$ cat src/design/plcp_pkg.sv
package plcp_pkg;

  // Register word indices; the byte address of each register is four times its index.
  localparam logic [5:0] IDX_MODE_SELECT = 6'h00;
  localparam logic [5:0] IDX_OVERHEAD_CONTROL = 6'h01;
  localparam logic [5:0] IDX_TX_PATH_STATUS = 6'h02;
  localparam logic [5:0] IDX_TX_USER_OCTET = 6'h03;
  localparam logic [5:0] IDX_RX_STATUS = 6'h04;
  localparam logic [5:0] IDX_IRQ_STATUS = 6'h05;
  localparam logic [5:0] IDX_IRQ_ENABLE = 6'h06;
  localparam logic [5:0] IDX_RX_USER_OCTET = 6'h07;
  localparam logic [5:0] IDX_ERROR_PATTERN = 6'h0c;

  // Reset values.
  localparam logic [7:0] RST_MODE_SELECT = 8'h00;
  localparam logic [7:0] RST_OVERHEAD_CONTROL = 8'h08;
  localparam logic [7:0] RST_TX_PATH_STATUS = 8'hf0;
  localparam logic [7:0] RST_TX_USER_OCTET = 8'h00;
  localparam logic [7:0] RST_IRQ_ENABLE = 8'h00;
  localparam logic [7:0] RST_ERROR_PATTERN = 8'h00;

  // Mode select fields.
  localparam int MAP_SEL_BIT = 7;
  localparam int TIMING_MSB = 6;
  localparam int TIMING_LSB = 5;
  localparam logic [7:0] MODE_SELECT_MASK = 8'he0;

  // Overhead control fields.
  localparam int ZERO_FRAMING_BIT = 7;
  localparam int ZERO_POI_BIT = 6;
  localparam int ZERO_PARITY_BIT = 5;
  localparam int ZERO_STUFF_BIT = 4;
  localparam int AUTO_REPORT_BIT = 3;
  localparam int INJ_FRAMING_BIT = 2;
  localparam int INJ_PARITY_BIT = 1;
  localparam int INJ_REPORT_BIT = 0;
  localparam logic [7:0] INJECT_MASK = 8'h07;

  // Path status octet fields.
  localparam int REPORT_MSB = 7;
  localparam int REPORT_LSB = 4;
  localparam int ALARM_BIT = 3;
  localparam int LINK_MSB = 2;

  // Received report classes.
  localparam logic [3:0] REPORT_MAX_COUNT = 4'h8;
  localparam logic [3:0] REPORT_ALL_ONES = 4'hf;

  // Framing octet patterns sent in normal operation.
  localparam logic [7:0] FRAMING_OCTET_1 = 8'hf6;
  localparam logic [7:0] FRAMING_OCTET_2 = 8'h28;

  // Frame counts.
  localparam logic [3:0] LOF_FRAMES = 4'h8;
  localparam logic [3:0] ALARM_FRAMES = 4'ha;
  localparam logic [4:0] TX_ALARM_HOLD_FRAMES = 5'h14;

  // AXI responses.
  localparam logic [1:0] RESP_OKAY = 2'h0;
  localparam logic [1:0] RESP_SLVERR = 2'h2;

  typedef enum logic [1:0] {
    TIMING_RX_LOCK,
    TIMING_EXT_8K,
    TIMING_FREE_RUN
  } tx_timing_mode_t;

  typedef enum logic {
    RD_IDLE,
    RD_RESP
  } rd_state_t;

  typedef struct packed {
    logic [7:0] framing_1;
    logic [7:0] framing_2;
    logic poi_zero;
    logic [7:0] parity;
    logic [7:0] cycle_stuff;
    logic [7:0] path_status;
    logic [7:0] user_octet;
  } tx_overhead_t;

  typedef struct packed {
    logic frame_pulse;
    logic in_frame;
    logic framing_err;
    logic poi_err;
    logic [3:0] parity_err_count;
    logic [7:0] path_status;
    logic [7:0] user_octet;
  } rx_frame_info_t;

endpackage

$ cat src/design/plcp_ctrl_status.sv
`timescale 1ns/1ns

// Contract
// - Each port instance exposes the same register set at the same offsets.
// - Mapping select bit: 1 picks PLCP mapping, 0 direct mapping; resets 0.
// - Timing field: 00 receive lock, 01/11 external 8 kHz, 10 free-run stuffing.
// - Auto report uses received parity count, else path status upper nibble; auto default.
// - Report injection puts pattern upper nibble into G1 upper nibble for one frame.
// - Injection bits self-clear after use; clearing beats a simultaneous write.
// - Software report value is sent only while auto reporting is off.
// - Path status register resets to F0, its report field all ones by default.
// - A changed alarm bit is sent for at least 20 frames.
// - Link status field of G1 comes from the software register field.
// - User octet sent each frame from a software register resetting to zero.
// - Out-of-frame bit is set while no correct frame structure is found.
// - Loss-of-frame sets after 8 out-of-frame frames, clears on valid framing.
// - Remote alarm sets after 10 high frames, clears after 10 low frames.
// - Event status bits latch occurrences and clear when their register is read.
// - State status bits show the live receive condition.
// - Event status bits raise interrupt bits on rising transitions only.
// - State status bits raise interrupt bits on both transitions.
// - Reading the interrupt status register clears its set bits.
// - One interrupt bit per receive condition, invalid and all-ones shared.
// - A captured receive user octet that differs from the stored one sets its interrupt bit.
// - A zero-reset enable register gates each interrupt bit onto the output.
// - The last received user octet is readable in a read-only register.
module plcp_ctrl_status (
  input wire logic mclk_in,                                // 250 MHz clock
  input wire logic reset_in,                               // Synchronous reset, high
  input wire logic awvalid_in,                             // Write address valid
  output logic awready_out,                                // Write address ready
  input wire logic [7:0] awaddr_in,                        // Write byte address
  input wire logic wvalid_in,                              // Write data valid
  output logic wready_out,                                 // Write data ready
  input wire logic [31:0] wdata_in,                        // Write data
  input wire logic [3:0] wstrb_in,                         // Write byte strobes
  output logic bvalid_out,                                 // Write response valid
  input wire logic bready_in,                              // Write response ready
  output logic [1:0] bresp_out,                            // Write response
  input wire logic arvalid_in,                             // Read address valid
  output logic arready_out,                                // Read address ready
  input wire logic [7:0] araddr_in,                        // Read byte address
  output logic rvalid_out,                                 // Read data valid
  input wire logic rready_in,                              // Read data ready
  output logic [31:0] rdata_out,                           // Read data
  output logic [1:0] rresp_out,                            // Read response
  input wire plcp_pkg::rx_frame_info_t rx_info_in,         // Receive frame results
  input wire logic tx_frame_start_in,                      // Transmit frame start pulse
  input wire logic [7:0] tx_parity_in,                     // Computed B1 for this frame
  input wire logic [7:0] tx_cycle_stuff_in,                // Computed C1 for this frame
  output plcp_pkg::tx_overhead_t tx_overhead_out,          // Overhead for current frame
  output logic plcp_mapping_select_out,                    // 1 PLCP, 0 direct mapping
  output plcp_pkg::tx_timing_mode_t tx_frame_timing_source_out, // Transmit frame timing
  output logic irq_out                                     // Enabled interrupt pending
);

  ////////////////////////////////////////////////////////////////////////////
  // Bus slave state.

  logic aw_held;
  logic [5:0] aw_idx;
  logic w_held;
  logic [7:0] w_byte;
  logic w_lane0;
  plcp_pkg::rd_state_t rd_state;
  logic next_awready, next_wready, next_bvalid, next_arready, next_rvalid;
  logic next_aw_held, next_w_held, next_w_lane0;
  logic [5:0] next_aw_idx;
  logic [7:0] next_w_byte;
  logic [1:0] next_bresp, next_rresp;
  logic [31:0] next_rdata;
  plcp_pkg::rd_state_t next_rd_state;
  logic wr_fire;
  logic rd_fire;
  logic [5:0] rd_idx;

  // Registers and block state.
  logic [7:0] mode_select, overhead_control, tx_path_status, tx_user_octet;
  logic [7:0] irq_enable, error_pattern, rx_user_octet;
  logic [7:0] next_mode_select, next_overhead_control, next_tx_path_status;
  logic [7:0] next_tx_user_octet, next_irq_enable, next_error_pattern;
  logic alarm_sent, next_alarm_sent;
  logic [4:0] alarm_hold, next_alarm_hold;
  logic [3:0] last_parity_count, next_last_parity_count;
  plcp_pkg::tx_overhead_t next_tx_overhead;
  plcp_pkg::tx_timing_mode_t next_timing;

  logic out_of_frame_state, loss_of_frame_state, remote_alarm_state;
  logic next_out_of_frame_state, next_loss_of_frame_state, next_remote_alarm_state;
  logic [3:0] oof_frames, next_oof_frames, alarm_run, next_alarm_run;
  logic [4:0] rx_events, next_rx_events;
  logic [7:0] next_rx_user_octet;
  logic [7:0] irq_status, next_irq_status;
  logic next_irq;

  function automatic logic valid_index(input logic [5:0] idx);
    valid_index = (idx <= plcp_pkg::IDX_RX_USER_OCTET) || (idx == plcp_pkg::IDX_ERROR_PATTERN);
  endfunction

  ////////////////////////////////////////////////////////////////////////////
  // Bus slave: address and data are held until both arrived, then written.

  always_comb begin
    wr_fire = aw_held && w_held && !bvalid_out;
    next_aw_held = aw_held;
    next_aw_idx = aw_idx;
    next_w_held = w_held;
    next_w_byte = w_byte;
    next_w_lane0 = w_lane0;
    next_bvalid = bvalid_out;
    next_bresp = bresp_out;
    if (awvalid_in && awready_out) begin
      next_aw_held = 1'b1;
      next_aw_idx = awaddr_in[7:2];
    end
    if (wvalid_in && wready_out) begin
      next_w_held = 1'b1;
      next_w_byte = wdata_in[7:0];
      next_w_lane0 = wstrb_in[0];
    end
    if (wr_fire) begin
      next_aw_held = 1'b0;
      next_w_held = 1'b0;
      next_bvalid = 1'b1;
      next_bresp = valid_index(aw_idx) ? plcp_pkg::RESP_OKAY : plcp_pkg::RESP_SLVERR;
    end else if (bvalid_out && bready_in) begin
      next_bvalid = 1'b0;
    end
    next_awready = !next_aw_held && !next_bvalid;
    next_wready = !next_w_held && !next_bvalid;
  end

  // Read data is sampled at address acceptance, so a clear-on-read loses nothing.
  always_comb begin
    rd_fire = arvalid_in && arready_out;
    rd_idx = araddr_in[7:2];
    next_rd_state = rd_state;
    next_rdata = rdata_out;
    next_rresp = rresp_out;
    case (rd_state)
      plcp_pkg::RD_IDLE: begin
        if (rd_fire) begin
          next_rd_state = plcp_pkg::RD_RESP;
          next_rresp = valid_index(rd_idx) ? plcp_pkg::RESP_OKAY : plcp_pkg::RESP_SLVERR;
          case (rd_idx)
            plcp_pkg::IDX_MODE_SELECT: next_rdata = {24'h000000, mode_select};
            plcp_pkg::IDX_OVERHEAD_CONTROL: next_rdata = {24'h000000, overhead_control};
            plcp_pkg::IDX_TX_PATH_STATUS: next_rdata = {24'h000000, tx_path_status};
            plcp_pkg::IDX_TX_USER_OCTET: next_rdata = {24'h000000, tx_user_octet};
            plcp_pkg::IDX_RX_STATUS: begin
              // State bits are live.
              // live state bits
              next_rdata = {24'h000000, out_of_frame_state, loss_of_frame_state,
                            remote_alarm_state, rx_events};
            end
            plcp_pkg::IDX_IRQ_STATUS: next_rdata = {24'h000000, irq_status};
            plcp_pkg::IDX_IRQ_ENABLE: next_rdata = {24'h000000, irq_enable};
            plcp_pkg::IDX_RX_USER_OCTET: next_rdata = {24'h000000, rx_user_octet};
            plcp_pkg::IDX_ERROR_PATTERN: next_rdata = {24'h000000, error_pattern};
            default: next_rdata = 32'h00000000;
          endcase
        end
      end
      plcp_pkg::RD_RESP: begin
        if (rready_in) begin
          next_rd_state = plcp_pkg::RD_IDLE;
        end
      end
      default: next_rd_state = plcp_pkg::RD_IDLE;
    endcase
    next_rvalid = (next_rd_state == plcp_pkg::RD_RESP);
    next_arready = !next_rvalid;
  end

  always_ff @(posedge mclk_in) begin
    if (reset_in) begin
      aw_held <= 1'b0;
      aw_idx <= 6'h00;
      w_held <= 1'b0;
      w_byte <= 8'h00;
      w_lane0 <= 1'b0;
      awready_out <= 1'b0;
      wready_out <= 1'b0;
      bvalid_out <= 1'b0;
      bresp_out <= plcp_pkg::RESP_OKAY;
      rd_state <= plcp_pkg::RD_IDLE;
      arready_out <= 1'b0;
      rvalid_out <= 1'b0;
      rdata_out <= 32'h00000000;
      rresp_out <= plcp_pkg::RESP_OKAY;
    end else begin
      aw_held <= next_aw_held;
      aw_idx <= next_aw_idx;
      w_held <= next_w_held;
      w_byte <= next_w_byte;
      w_lane0 <= next_w_lane0;
      awready_out <= next_awready;
      wready_out <= next_wready;
      bvalid_out <= next_bvalid;
      bresp_out <= next_bresp;
      rd_state <= next_rd_state;
      arready_out <= next_arready;
      rvalid_out <= next_rvalid;
      rdata_out <= next_rdata;
      rresp_out <= next_rresp;
    end
  end

  ////////////////////////////////////////////////////////////////////////////
  // Control registers and the transmit overhead built at each frame start.

  always_comb begin
    logic wr_lane;
    logic [3:0] report;
    logic [3:0] auto_report;
    wr_lane = wr_fire && w_lane0;
    auto_report = 4'h0;
    report = 4'h0;
    next_mode_select = mode_select;
    next_overhead_control = overhead_control;
    next_tx_path_status = tx_path_status;
    next_tx_user_octet = tx_user_octet;
    next_irq_enable = irq_enable;
    next_error_pattern = error_pattern;
    next_alarm_sent = alarm_sent;
    next_alarm_hold = alarm_hold;
    next_tx_overhead = tx_overhead_out;
    if (wr_lane) begin
      case (aw_idx)
        plcp_pkg::IDX_MODE_SELECT: next_mode_select = w_byte & plcp_pkg::MODE_SELECT_MASK;
        plcp_pkg::IDX_OVERHEAD_CONTROL: next_overhead_control = w_byte;
        plcp_pkg::IDX_TX_PATH_STATUS: next_tx_path_status = w_byte;
        plcp_pkg::IDX_TX_USER_OCTET: next_tx_user_octet = w_byte;
        plcp_pkg::IDX_IRQ_ENABLE: next_irq_enable = w_byte;
        plcp_pkg::IDX_ERROR_PATTERN: next_error_pattern = w_byte;
        default: next_mode_select = mode_select;
      endcase
    end
    case (mode_select[plcp_pkg::TIMING_MSB:plcp_pkg::TIMING_LSB])
      2'b00: next_timing = plcp_pkg::TIMING_RX_LOCK;
      2'b10: next_timing = plcp_pkg::TIMING_FREE_RUN;
      default: next_timing = plcp_pkg::TIMING_EXT_8K;
    endcase
    // Receive counts above the legal maximum are clamped before being reported.
    auto_report = (last_parity_count > plcp_pkg::REPORT_MAX_COUNT) ?
                  plcp_pkg::REPORT_MAX_COUNT : last_parity_count;
    report = overhead_control[plcp_pkg::AUTO_REPORT_BIT] ? auto_report :
             tx_path_status[plcp_pkg::REPORT_MSB:plcp_pkg::REPORT_LSB];
    if (overhead_control[plcp_pkg::INJ_REPORT_BIT]) begin
      report = error_pattern[plcp_pkg::REPORT_MSB:plcp_pkg::REPORT_LSB];
    end
    if (tx_frame_start_in) begin
      if (alarm_hold < plcp_pkg::TX_ALARM_HOLD_FRAMES) begin
        next_alarm_hold = alarm_hold + 5'h01;
      end else if (tx_path_status[plcp_pkg::ALARM_BIT] != alarm_sent) begin
        next_alarm_sent = tx_path_status[plcp_pkg::ALARM_BIT];
        next_alarm_hold = 5'h01;
      end
      next_tx_overhead.framing_1 = overhead_control[plcp_pkg::ZERO_FRAMING_BIT] ? 8'h00 :
        (overhead_control[plcp_pkg::INJ_FRAMING_BIT] ? ~plcp_pkg::FRAMING_OCTET_1 :
         plcp_pkg::FRAMING_OCTET_1);
      next_tx_overhead.framing_2 = overhead_control[plcp_pkg::ZERO_FRAMING_BIT] ? 8'h00 :
        (overhead_control[plcp_pkg::INJ_FRAMING_BIT] ? ~plcp_pkg::FRAMING_OCTET_2 :
         plcp_pkg::FRAMING_OCTET_2);
      next_tx_overhead.poi_zero = overhead_control[plcp_pkg::ZERO_POI_BIT];
      next_tx_overhead.parity = overhead_control[plcp_pkg::ZERO_PARITY_BIT] ? 8'h00 :
        (overhead_control[plcp_pkg::INJ_PARITY_BIT] ? (tx_parity_in ^ error_pattern) :
         tx_parity_in);
      next_tx_overhead.cycle_stuff = overhead_control[plcp_pkg::ZERO_STUFF_BIT] ? 8'h00 :
                                     tx_cycle_stuff_in;
      next_tx_overhead.path_status = {report, next_alarm_sent,
                                      tx_path_status[plcp_pkg::LINK_MSB:0]};
      next_tx_overhead.user_octet = tx_user_octet;
      // Insertion is done once the frame has been built, so the request bits drop here.
      // self-clear wins
      next_overhead_control = next_overhead_control & ~plcp_pkg::INJECT_MASK;
    end
  end

  always_ff @(posedge mclk_in) begin
    if (reset_in) begin
      mode_select <= plcp_pkg::RST_MODE_SELECT;
      overhead_control <= plcp_pkg::RST_OVERHEAD_CONTROL;
      tx_path_status <= plcp_pkg::RST_TX_PATH_STATUS;
      tx_user_octet <= plcp_pkg::RST_TX_USER_OCTET;
      irq_enable <= plcp_pkg::RST_IRQ_ENABLE;
      error_pattern <= plcp_pkg::RST_ERROR_PATTERN;
      alarm_sent <= 1'b0;
      alarm_hold <= plcp_pkg::TX_ALARM_HOLD_FRAMES;
      tx_overhead_out <= '0;
      plcp_mapping_select_out <= 1'b0;
      tx_frame_timing_source_out <= plcp_pkg::TIMING_RX_LOCK;
    end else begin
      mode_select <= next_mode_select;
      overhead_control <= next_overhead_control;
      tx_path_status <= next_tx_path_status;
      tx_user_octet <= next_tx_user_octet;
      irq_enable <= next_irq_enable;
      error_pattern <= next_error_pattern;
      alarm_sent <= next_alarm_sent;
      alarm_hold <= next_alarm_hold;
      tx_overhead_out <= next_tx_overhead;
      plcp_mapping_select_out <= mode_select[plcp_pkg::MAP_SEL_BIT];
      tx_frame_timing_source_out <= next_timing;
    end
  end

  ////////////////////////////////////////////////////////////////////////////
  // Receive state, event status and interrupt status.

  always_comb begin
    logic [3:0] rx_report;
    logic [4:0] events;
    logic new_user;
    logic [7:0] edges;
    rx_report = rx_info_in.path_status[plcp_pkg::REPORT_MSB:plcp_pkg::REPORT_LSB];
    events = 5'h00;
    new_user = 1'b0;
    edges = 8'h00;
    next_oof_frames = oof_frames;
    next_loss_of_frame_state = loss_of_frame_state;
    next_remote_alarm_state = remote_alarm_state;
    next_alarm_run = alarm_run;
    next_rx_user_octet = rx_user_octet;
    next_last_parity_count = last_parity_count;
    next_out_of_frame_state = !rx_info_in.in_frame;
    if (rx_info_in.in_frame) begin
      next_oof_frames = 4'h0;
      next_loss_of_frame_state = 1'b0;
    end else if (rx_info_in.frame_pulse && oof_frames < plcp_pkg::LOF_FRAMES) begin
      next_oof_frames = oof_frames + 4'h1;
      if (next_oof_frames == plcp_pkg::LOF_FRAMES) begin
        next_loss_of_frame_state = 1'b1;
      end
    end
    if (rx_info_in.frame_pulse && rx_info_in.in_frame) begin
      if (rx_info_in.path_status[plcp_pkg::ALARM_BIT] != remote_alarm_state) begin
        next_alarm_run = alarm_run + 4'h1;
        if (next_alarm_run == plcp_pkg::ALARM_FRAMES) begin
          next_remote_alarm_state = !remote_alarm_state;
          next_alarm_run = 4'h0;
        end
      end else begin
        next_alarm_run = 4'h0;
      end
      next_last_parity_count = rx_info_in.parity_err_count;
      events[4] = rx_info_in.framing_err || rx_info_in.poi_err;
      events[3] = (rx_info_in.parity_err_count != 4'h0);
      events[2] = (rx_report != 4'h0) && (rx_report <= plcp_pkg::REPORT_MAX_COUNT);
      events[1] = (rx_report == plcp_pkg::REPORT_ALL_ONES);
      events[0] = (rx_report > plcp_pkg::REPORT_MAX_COUNT) &&
                  (rx_report != plcp_pkg::REPORT_ALL_ONES);
      new_user = (rx_info_in.user_octet != rx_user_octet);
      next_rx_user_octet = rx_info_in.user_octet;
    end
    // A fresh event in the read cycle survives the clear.
    // clear on read
    next_rx_events = ((rd_fire && rd_idx == plcp_pkg::IDX_RX_STATUS) ? 5'h00 : rx_events) |
                     events;
    edges[7] = next_out_of_frame_state ^ out_of_frame_state;
    edges[6] = next_loss_of_frame_state ^ loss_of_frame_state;
    edges[5] = next_remote_alarm_state ^ remote_alarm_state;
    edges[4] = next_rx_events[4] && !rx_events[4];
    edges[3] = next_rx_events[3] && !rx_events[3];
    edges[2] = next_rx_events[2] && !rx_events[2];
    edges[1] = (next_rx_events[1] && !rx_events[1]) || (next_rx_events[0] && !rx_events[0]);
    edges[0] = new_user;
    next_irq_status = ((rd_fire && rd_idx == plcp_pkg::IDX_IRQ_STATUS) ? 8'h00 : irq_status) |
                      edges;
    next_irq = |(next_irq_status & next_irq_enable);
  end

  always_ff @(posedge mclk_in) begin
    if (reset_in) begin
      out_of_frame_state <= 1'b0;
      loss_of_frame_state <= 1'b0;
      remote_alarm_state <= 1'b0;
      oof_frames <= 4'h0;
      alarm_run <= 4'h0;
      rx_events <= 5'h00;
      rx_user_octet <= 8'h00;
      last_parity_count <= 4'h0;
      irq_status <= 8'h00;
      irq_out <= 1'b0;
    end else begin
      out_of_frame_state <= next_out_of_frame_state;
      loss_of_frame_state <= next_loss_of_frame_state;
      remote_alarm_state <= next_remote_alarm_state;
      oof_frames <= next_oof_frames;
      alarm_run <= next_alarm_run;
      rx_events <= next_rx_events;
      rx_user_octet <= next_rx_user_octet;
      last_parity_count <= next_last_parity_count;
      irq_status <= next_irq_status;
      irq_out <= next_irq;
    end
  end

endmodule

$ cat config.mk
export PLATFORM = sky130hd
export DESIGN_NAME = plcp_ctrl_status
export DESIGN_NICKNAME = d
export VERILOG_FILES = /design/src/design/plcp_pkg.sv /design/src/design/plcp_ctrl_status.sv
export SDC_FILE = /design/constraint.sdc
export NUM_CORES = 1
export LEC_CHECK = 0
export BUFFER_PORTS_ARGS = -buffer_cell sky130_fd_sc_hd__buf_2
export CAP_MARGIN = 0
export CORE_MARGIN = 4
export CORE_UTILIZATION = 30
export CTS_CLUSTER_DIAMETER = 150
export DETAILED_ROUTE_END_ITERATION = 12
export PLACE_DENSITY = 0.5
export RECOVER_POWER = 100
export SLEW_MARGIN = 10
export SYNTH_ARGS = -nofsm -noshare
export SYNTH_HDL_FRONTEND = slang
export SYNTH_SLANG_ARGS = --single-unit
$ cat constraint.sdc
create_clock -name mclk_in -period 2.2 [get_ports mclk_in]
set_clock_uncertainty 0.05 [all_clocks]
set_input_delay 0 -clock mclk_in [delete_from_list [all_inputs] [get_ports mclk_in]]
set_output_delay 0 -clock mclk_in [all_outputs]
set_load 0.05 [all_outputs]
==> results.ini, run 1 <==
[logic_synthesis]
async_flop_share = 0
yosysTopAreaCellShare = 0.453
ys_seq_elements = 155
synth_area_leader_cell = dfxtp_1
synthCells = 802
synth.distinct_cells = 55
ys_seq_area_frac = 0.453
yosysWarnings = 0
ys_top_cells_by_area = dfxtp_1 (45%), mux2i_1 (8.8%), nand2_1 (7.2%)
ys.flop_type = dfxtp_1
netlist_area_mm2 = 0.00684
avgSynthCellArea_um2 = 8.53
synth_edf_count = 0

[timing]
slew_headroom = 0.177
hold_violations = 0
rsz0062_at_grt = no
setup_violations = 0
period_share = 0.928
final-max-slew-violation-count = 0
period_needed_ns = 2.04
timing.fmax_ghz = 0.490
worst_pin_slew_ns = 1.23

[cts]
cts_tree = built
clk_pin_slew_worst_paths_ns = 0.07
cts_buffers = 17
clockBufferDepth = 2
worstSkewPairLatency_ns = 0.43
clock-sinks = 155
h-tree-depth = 4
cts-root-buf = clkbuf_16

[route]
drc_errors = 0
drt_iter0_markers = 406
vias = 6052
wl_mm = 21.3
ant_nets = 0
via_per_inst = 4.72
wire_per_inst_um = 16.7
dr.pass1.iters = 7

[status]
outcome = complete, no violations

[final_layout]
area_growth_pct = 29.3
finalNonFillerCells = 1281
largest_register = tx_overhead_out
diodes = 0
final_nets = 1093
largest_reg_flops = 35
post-route-util = 0.399
layout-drive-gt1-share = 0.130

[grt]
antenna_found_initial = 0
grt_max_degree = 58
grt.total_usage = 0.166
grt_pass1_wl_mm = 33.5
grt_pass1_vias = 6098
gr-total-overflow = 0

[floorplanning]
num_io_pins = 194
initial_core_util = 0.309
fp.dieH_um = 159
die-area_mm2 = 0.0253
core_area_mm2 = 0.0222
rows = 54
die_w_um = 159

[placed_design]
routabilityCongestion = 0.866
place_inst = 1184
port_buffers = 133
dp.final_hpwl_mm = 15.6

[pwr]
p_leak_nw = 3.44
p_int_mw = 4.83
power_frac_comb = 0.109
power_switching_mw = 1.88
power.density_mw_per_mm2 = 759
peakVddDrop_v = 0.000435
pwr-share-seq = 0.438
clockPowerShare = 0.452
switching_share = 0.280

[worst_setup_path]
cp.arrival_ns = 2.30
worstSetupPathType = input pin to flip-flop
start_kind = input pin
crit_chain = dlygate4sd3_1, buf_2, nor3_1, dlygate4sd3_1, xnor2_1, nand2_1, a2bb2oi_2, o22ai_1, o41a_1
crit_fanout = 2
crit_path_end_kind = flip-flop
critical_path_required_ns = 2.46
crit_slowest_cell = dlygate4sd3_1
max_stage_delay_ns = 0.61
crit_path_start = rx_info_in[12]
reg2reg_from = bvalid_out$_SDFF_PP0_
crit_path_frequent_cell = dlygate4sd3_1

[flow_run]
cap_violations = 0

[min_path]
min_path_type = input pin to flip-flop
hp-start = wvalid_in

[cell families (layout without fill, tap and decap cells)]
logic type / after synthesis / count (layout) / synth area share
AOI/OAI and AO/OA: 155 / 155 / 0.137
buffers and inverters: 92 / 266 / 0.0741
xor gates and xnor gates: 22 / 22 / 0.0282
other: 1 / 26 / 0.000548
muxes: 60 / 60 / 0.0878
adders and majority gates: 5 / 5 / 0.00914
and+or+nand+nor: 312 / 312 / 0.210
DFF: 155 / 155 / 0.453
[timing repair]
item,in CTS,in global routing
setup endpoints to repair,0,1
setup buffers,0,0
resized for setup,0,1
hold endpoints to repair,68,0
hold buffers,65,0
[layout make-up]
class,count,area (um2)
sequential,155,3100
timing repair buffer,224,1420
clock inverter,15,176
clock buffer,17,425
inverter,10,37.5
multi-input combinational,580,3330
tap,280,350
fill,2277,13300
[routing by layer]
layer	track usage	part of all wire	vias up
met3	0.0396	0.052	24
met2	0.274	0.47	177
met4	0.0517	0.020	0
met5	0	0	-
met1	0.216	0.46	2794
li1	-	-	3057
[placed cells by master (no fill, tap or decap), drive strengths merged, types with 6 or more instances in the layout]
cell / instances
clkbuf: 92
a22oi: 19
nor2: 93
nand3b: 6
nor4: 7
xor2: 17
a221o: 6
nor3: 14
dfxtp: 155
nand3: 19
o21ai: 28
inv: 20
nand2: 132
buf: 84
conb: 26
dlygate4sd3: 65
a21oi: 76
mux2i: 60
nor2b: 15
[stage by stage]
stage / TNS (ns) / power [mW] / setup slack [ns] / hold slack (ns) / instance area [um2]
detailed placement: 0 / 3.67 / 0.180 / 0.185 / 7700
floorplan: -0.0586 / 3.49 / -0.0586 / 0.0860 / 6950
global route: 0 / 6.96 / 0.0317 / 0.0925 / 8850
CTS: 0 / 6.80 / 0.0999 / 0.0279 / 8960
global placement: 0 / 3.67 / 0.188 / 0.181 / 7700
finish: 0 / 6.71 / 0.158 / 0.0366 / 8850
[power by group through the flow]
stage / Clock [mW] / Sequential, mW / Combinational (mW)
floorplan: 0 / 3.09 / 0.406
finish: 3.04 / 2.94 / 0.735
detailed placement: 0 / 3.00 / 0.664
CTS: 3.11 / 2.94 / 0.752
global placement: 0 / 3.00 / 0.663
global route: 3.21 / 2.95 / 0.796
[cell usage after synthesis, types with 6 or more instances]
| master | instances |
|---|---|
| nor2b_1 | 15 |
| o21ai_0 | 28 |
| nand2_1 | 132 |
| nor3_1 | 12 |
| buf_4 | 42 |
| clkbuf_1 | 30 |
| a22oi_1 | 19 |
| buf_1 | 7 |
| nand3b_1 | 6 |
| nor2_1 | 92 |
| inv_1 | 10 |
| a21oi_1 | 76 |
| a221o_1 | 6 |
| xor2_1 | 17 |
| mux2i_1 | 60 |
| dfxtp_1 | 155 |
| nor4_1 | 7 |
| nand3_1 | 16 |
[final timing paths]
path	end	slack [ns]	cells past startpoint
worst max-delay path	irq_out$_SDFF_PP0_	0.16	9
worst min register to register	tx_overhead_out[25]$_SDFFE_PP0P_	0.40	2
worst max register to register	irq_out$_SDFF_PP0_	0.16	7
worst min-delay path	w_byte[2]$_SDFFE_PP0P_	0.04	4
[worst max-delay path, delay by kind of cell]
| kind | cells | cell delay (ns) |
|---|---|---|
| buffers and inverters | 3 | 1.26 |
| AO/OA/AOI/OAI | 3 | 0.63 |
| AND/OR/NAND/NOR | 2 | 0.34 |
| XOR/XNOR | 1 | 0.07 |
No activity file was read; power rests on OpenSTA's default activity.
==> inputs of run 2 (changes only) <==
- CTS_BUF_LIST: default -> sky130_fd_sc_hd__clkbuf_8
==> run 2 against run 1 <==
  * Sequential power barely moved
  * Die area stayed put
  * Register-to-register slack lost 0.03 ns
  * Design area is 0.38% lower
  * Worst setup slack got worse by 0.034 ns
  * Cell count up 1.3%
  * Sequential cell count is the same
  * Highest routed layer unchanged
  * Critical endpoint unchanged
  * Largest power group is now registers
  * Total power is 11% lower
  * Combinational power grew 3%
==> results.ini, run 2 (synthesis results as in run 1) <==
[final_layout]
multi_input_area_mm2 = 0.00332  ; was 0.00333 mm2
seq_area_mm2 = 0.00310  ; unchanged
area_growth_pct = 28.8  ; was 29.3%
layout-drive-gt1-share = 0.125  ; was 0.130
largest_register = tx_overhead_out  ; unchanged
post-route-util = 0.398  ; was 0.399
layout_common_cells = dfxtp_1 (155), nand2_1 (132), nor2_1 (92)  ; unchanged
design_area_mm2 = 0.00881  ; was 0.00885 mm2
final_nets = 1110  ; was 1,093
largest_reg_flops = 35  ; unchanged
n_fill_cell = 2304  ; was 2,277
layout_commonest_cell = dfxtp_1  ; unchanged
diodes = 0  ; unchanged

[timing]
timing.fmax_ghz = 0.482  ; was 0.490 GHz
worst_pin_slew_ns = 0.870  ; was 1.23 ns
hold_violations = 0  ; unchanged
final.setup.worst_slack_ns = 0.124  ; was 0.158 ns
period_needed_ns = 2.08  ; was 2.04 ns
setup_violations = 0  ; unchanged
rsz0062_at_grt = no  ; unchanged
final-max-slew-violation-count = 0  ; unchanged
slew_headroom = 0.420  ; was 0.177
period_share = 0.944  ; was 0.928

[grt]
grt.total_usage = 0.166  ; about the same
grt_pass1_vias = 6149  ; was 6,098
grt_max_degree = 58  ; unchanged
antenna_found_initial = 0  ; unchanged
grt_pass1_wl_mm = 33.6  ; was 33.5 mm
gr-total-overflow = 0  ; unchanged

[cts]
cts_setup_buffers = 0  ; unchanged
ctsResizeCount = 0  ; unchanged
clk_pin_slew_worst_paths_ns = 0.09  ; was 0.07 ns
cts_buffers = 17  ; unchanged
clockBufferDepth = 2  ; unchanged
worstSkewPairLatency_ns = 0.46  ; was 0.43 ns
clock-sinks = 155  ; unchanged
h-tree-depth = 4  ; unchanged
cts_tree = built  ; unchanged
cts-root-buf = clkbuf_8  ; was clkbuf_16

[placed_design]
port_buffers = 133  ; unchanged
place_ws_ns = 0.180  ; unchanged
dp.final_hpwl_mm = 15.6  ; unchanged
routabilityCongestion = 0.866  ; unchanged
postPlaceCellArea_mm2 = 0.00770  ; unchanged

[floorplanning]
rows = 54  ; unchanged
fp.dieH_um = 159  ; unchanged
die_w_um = 159  ; unchanged
num_io_pins = 194  ; unchanged
core_area_mm2 = 0.0222  ; unchanged
die-area_mm2 = 0.0253  ; unchanged
initial_core_util = 0.309  ; unchanged

[route]
ant_nets = 0  ; unchanged
via_per_inst = 4.72  ; about the same
dr.pass1.iters = 5  ; was 7
drt_iter0_markers = 400  ; was 406
wl_mm = 21.3  ; about the same
wire_per_inst_um = 16.4  ; was 16.7 um
drc_errors = 0  ; unchanged
vias = 6124  ; was 6,052

[worst_setup_path]
reg2reg_depth = 7  ; unchanged
reg2reg_from = bvalid_out$_SDFF_PP0_  ; unchanged
worstSetupPathType = flip-flop to flip-flop  ; was input pin to flip-flop
start_kind = flip-flop  ; was input pin
r2r_end = irq_out$_SDFF_PP0_  ; unchanged
ff2ff_setup_slack_ns = 0.12  ; was 0.16 ns
crit_path_end_kind = flip-flop  ; unchanged
cp.arrival_ns = 2.38  ; was 2.30 ns
critical_path_required_ns = 2.50  ; was 2.46 ns
crit_fanout = 8  ; was 2

[pwr]
power.total_mw = 5.97  ; was 6.71 mW
p_leak_nw = 3.46  ; was 3.44 nW
peakVddDrop_v = 0.000337  ; was 0.000435 V
power.density_mw_per_mm2 = 677  ; was 759 mW/mm2

[status]
outcome = complete, no violations  ; unchanged

[min_path]
min_path_cells = 5  ; was 4
min_path_type = input pin to flip-flop  ; unchanged
min_to = irq_status[4]$_SDFF_PP0_  ; was w_byte[2]$_SDFFE_PP0P_
hp-start = rx_info_in[20]  ; was wvalid_in

[flow_run]
cap_violations = 0  ; unchanged

-- run 2: cell count changes in the layout (fill, tap and decap cells not counted), sizes merged --
cell / change
dlygate4sd3: +17
-- run 2: final cells by class --
type | count | share of cell area
Multi-Input combinational cell | 580 | 0.377
Timing Repair Buffer | 241 | 0.180
Clock buffer | 17 | 0.0266
Inverter | 10 | 0.00426
Clock inverter | 15 | 0.0200
Sequential cell | 155 | 0.352
Tap cell | 280 | 0.0398
-- run 2: how the worst max path moves through the flow --
| stage | from | to | slack (ns) |
|---|---|---|---|
| 2_1_floorplan | bvalid_out$_SDFF_PP0_ | irq_out$_SDFF_PP0_ | -0.06 |
| 3_3_place_gp | araddr_in[5] | irq_out$_SDFF_PP0_ | 0.19 |
| 3_5_place_dp | araddr_in[5] | irq_out$_SDFF_PP0_ | 0.18 |
| 4_1_cts | rx_info_in[12] | irq_out$_SDFF_PP0_ | 0.13 |
| 5_1_grt | rx_info_in[12] | irq_out$_SDFF_PP0_ | 0.01 |
| 6_report | bvalid_out$_SDFF_PP0_ | irq_out$_SDFF_PP0_ | 0.12 |
-- run 2: power breakdown --
group,total (mW),internal [mW],switching [mW]
logic,0.754,0.254,0.500
registers,2.94,2.87,0.0645
clock network,2.28,1.06,1.22
-- run 2: repair_timing --
action / in CTS / in global routing
hold buffers: 82 / 0
endpoints found under the setup margin: 0 / 0
endpoints found under the hold margin: 75 / 0
-- run 2: through the flow --
stage / setup TNS [ns] / cells / hold slack, ns
after floorplan: -0.0586 / 827 / 0.0860
after global placement: 0 / 1184 / 0.181
after detailed placement: 0 / 1184 / 0.185
after CTS: 0 / 1298 / 0.00732
after global routing: 0 / 1298 / 0.0821
final: 0 / 1298 / 0.0202
-- run 2: routing by layer --
| layer | GRT usage | part of all wire | wire [um] | up-vias |
|---|---|---|---|---|
| met4 | 0.0469 | 0.018 | 384 | 0 |
| met1 | 0.216 | 0.46 | 9880 | 2849 |
| met5 | 0 | 0 | 0 | - |
| li1 | - | - | - | 3093 |
| met3 | 0.0435 | 0.050 | 1080 | 22 |
| met2 | 0.273 | 0.47 | 9990 | 160 |
-- run 2: critical path: stages (launching register included) --
cell	delay [ns]
dfxtp_1	0.34
and3b_1	0.24
nand3_1	0.17
nor3_4	0.19
buf_12	0.16
mux2i_1	0.32
o22ai_1	0.12
o41a_1	0.36
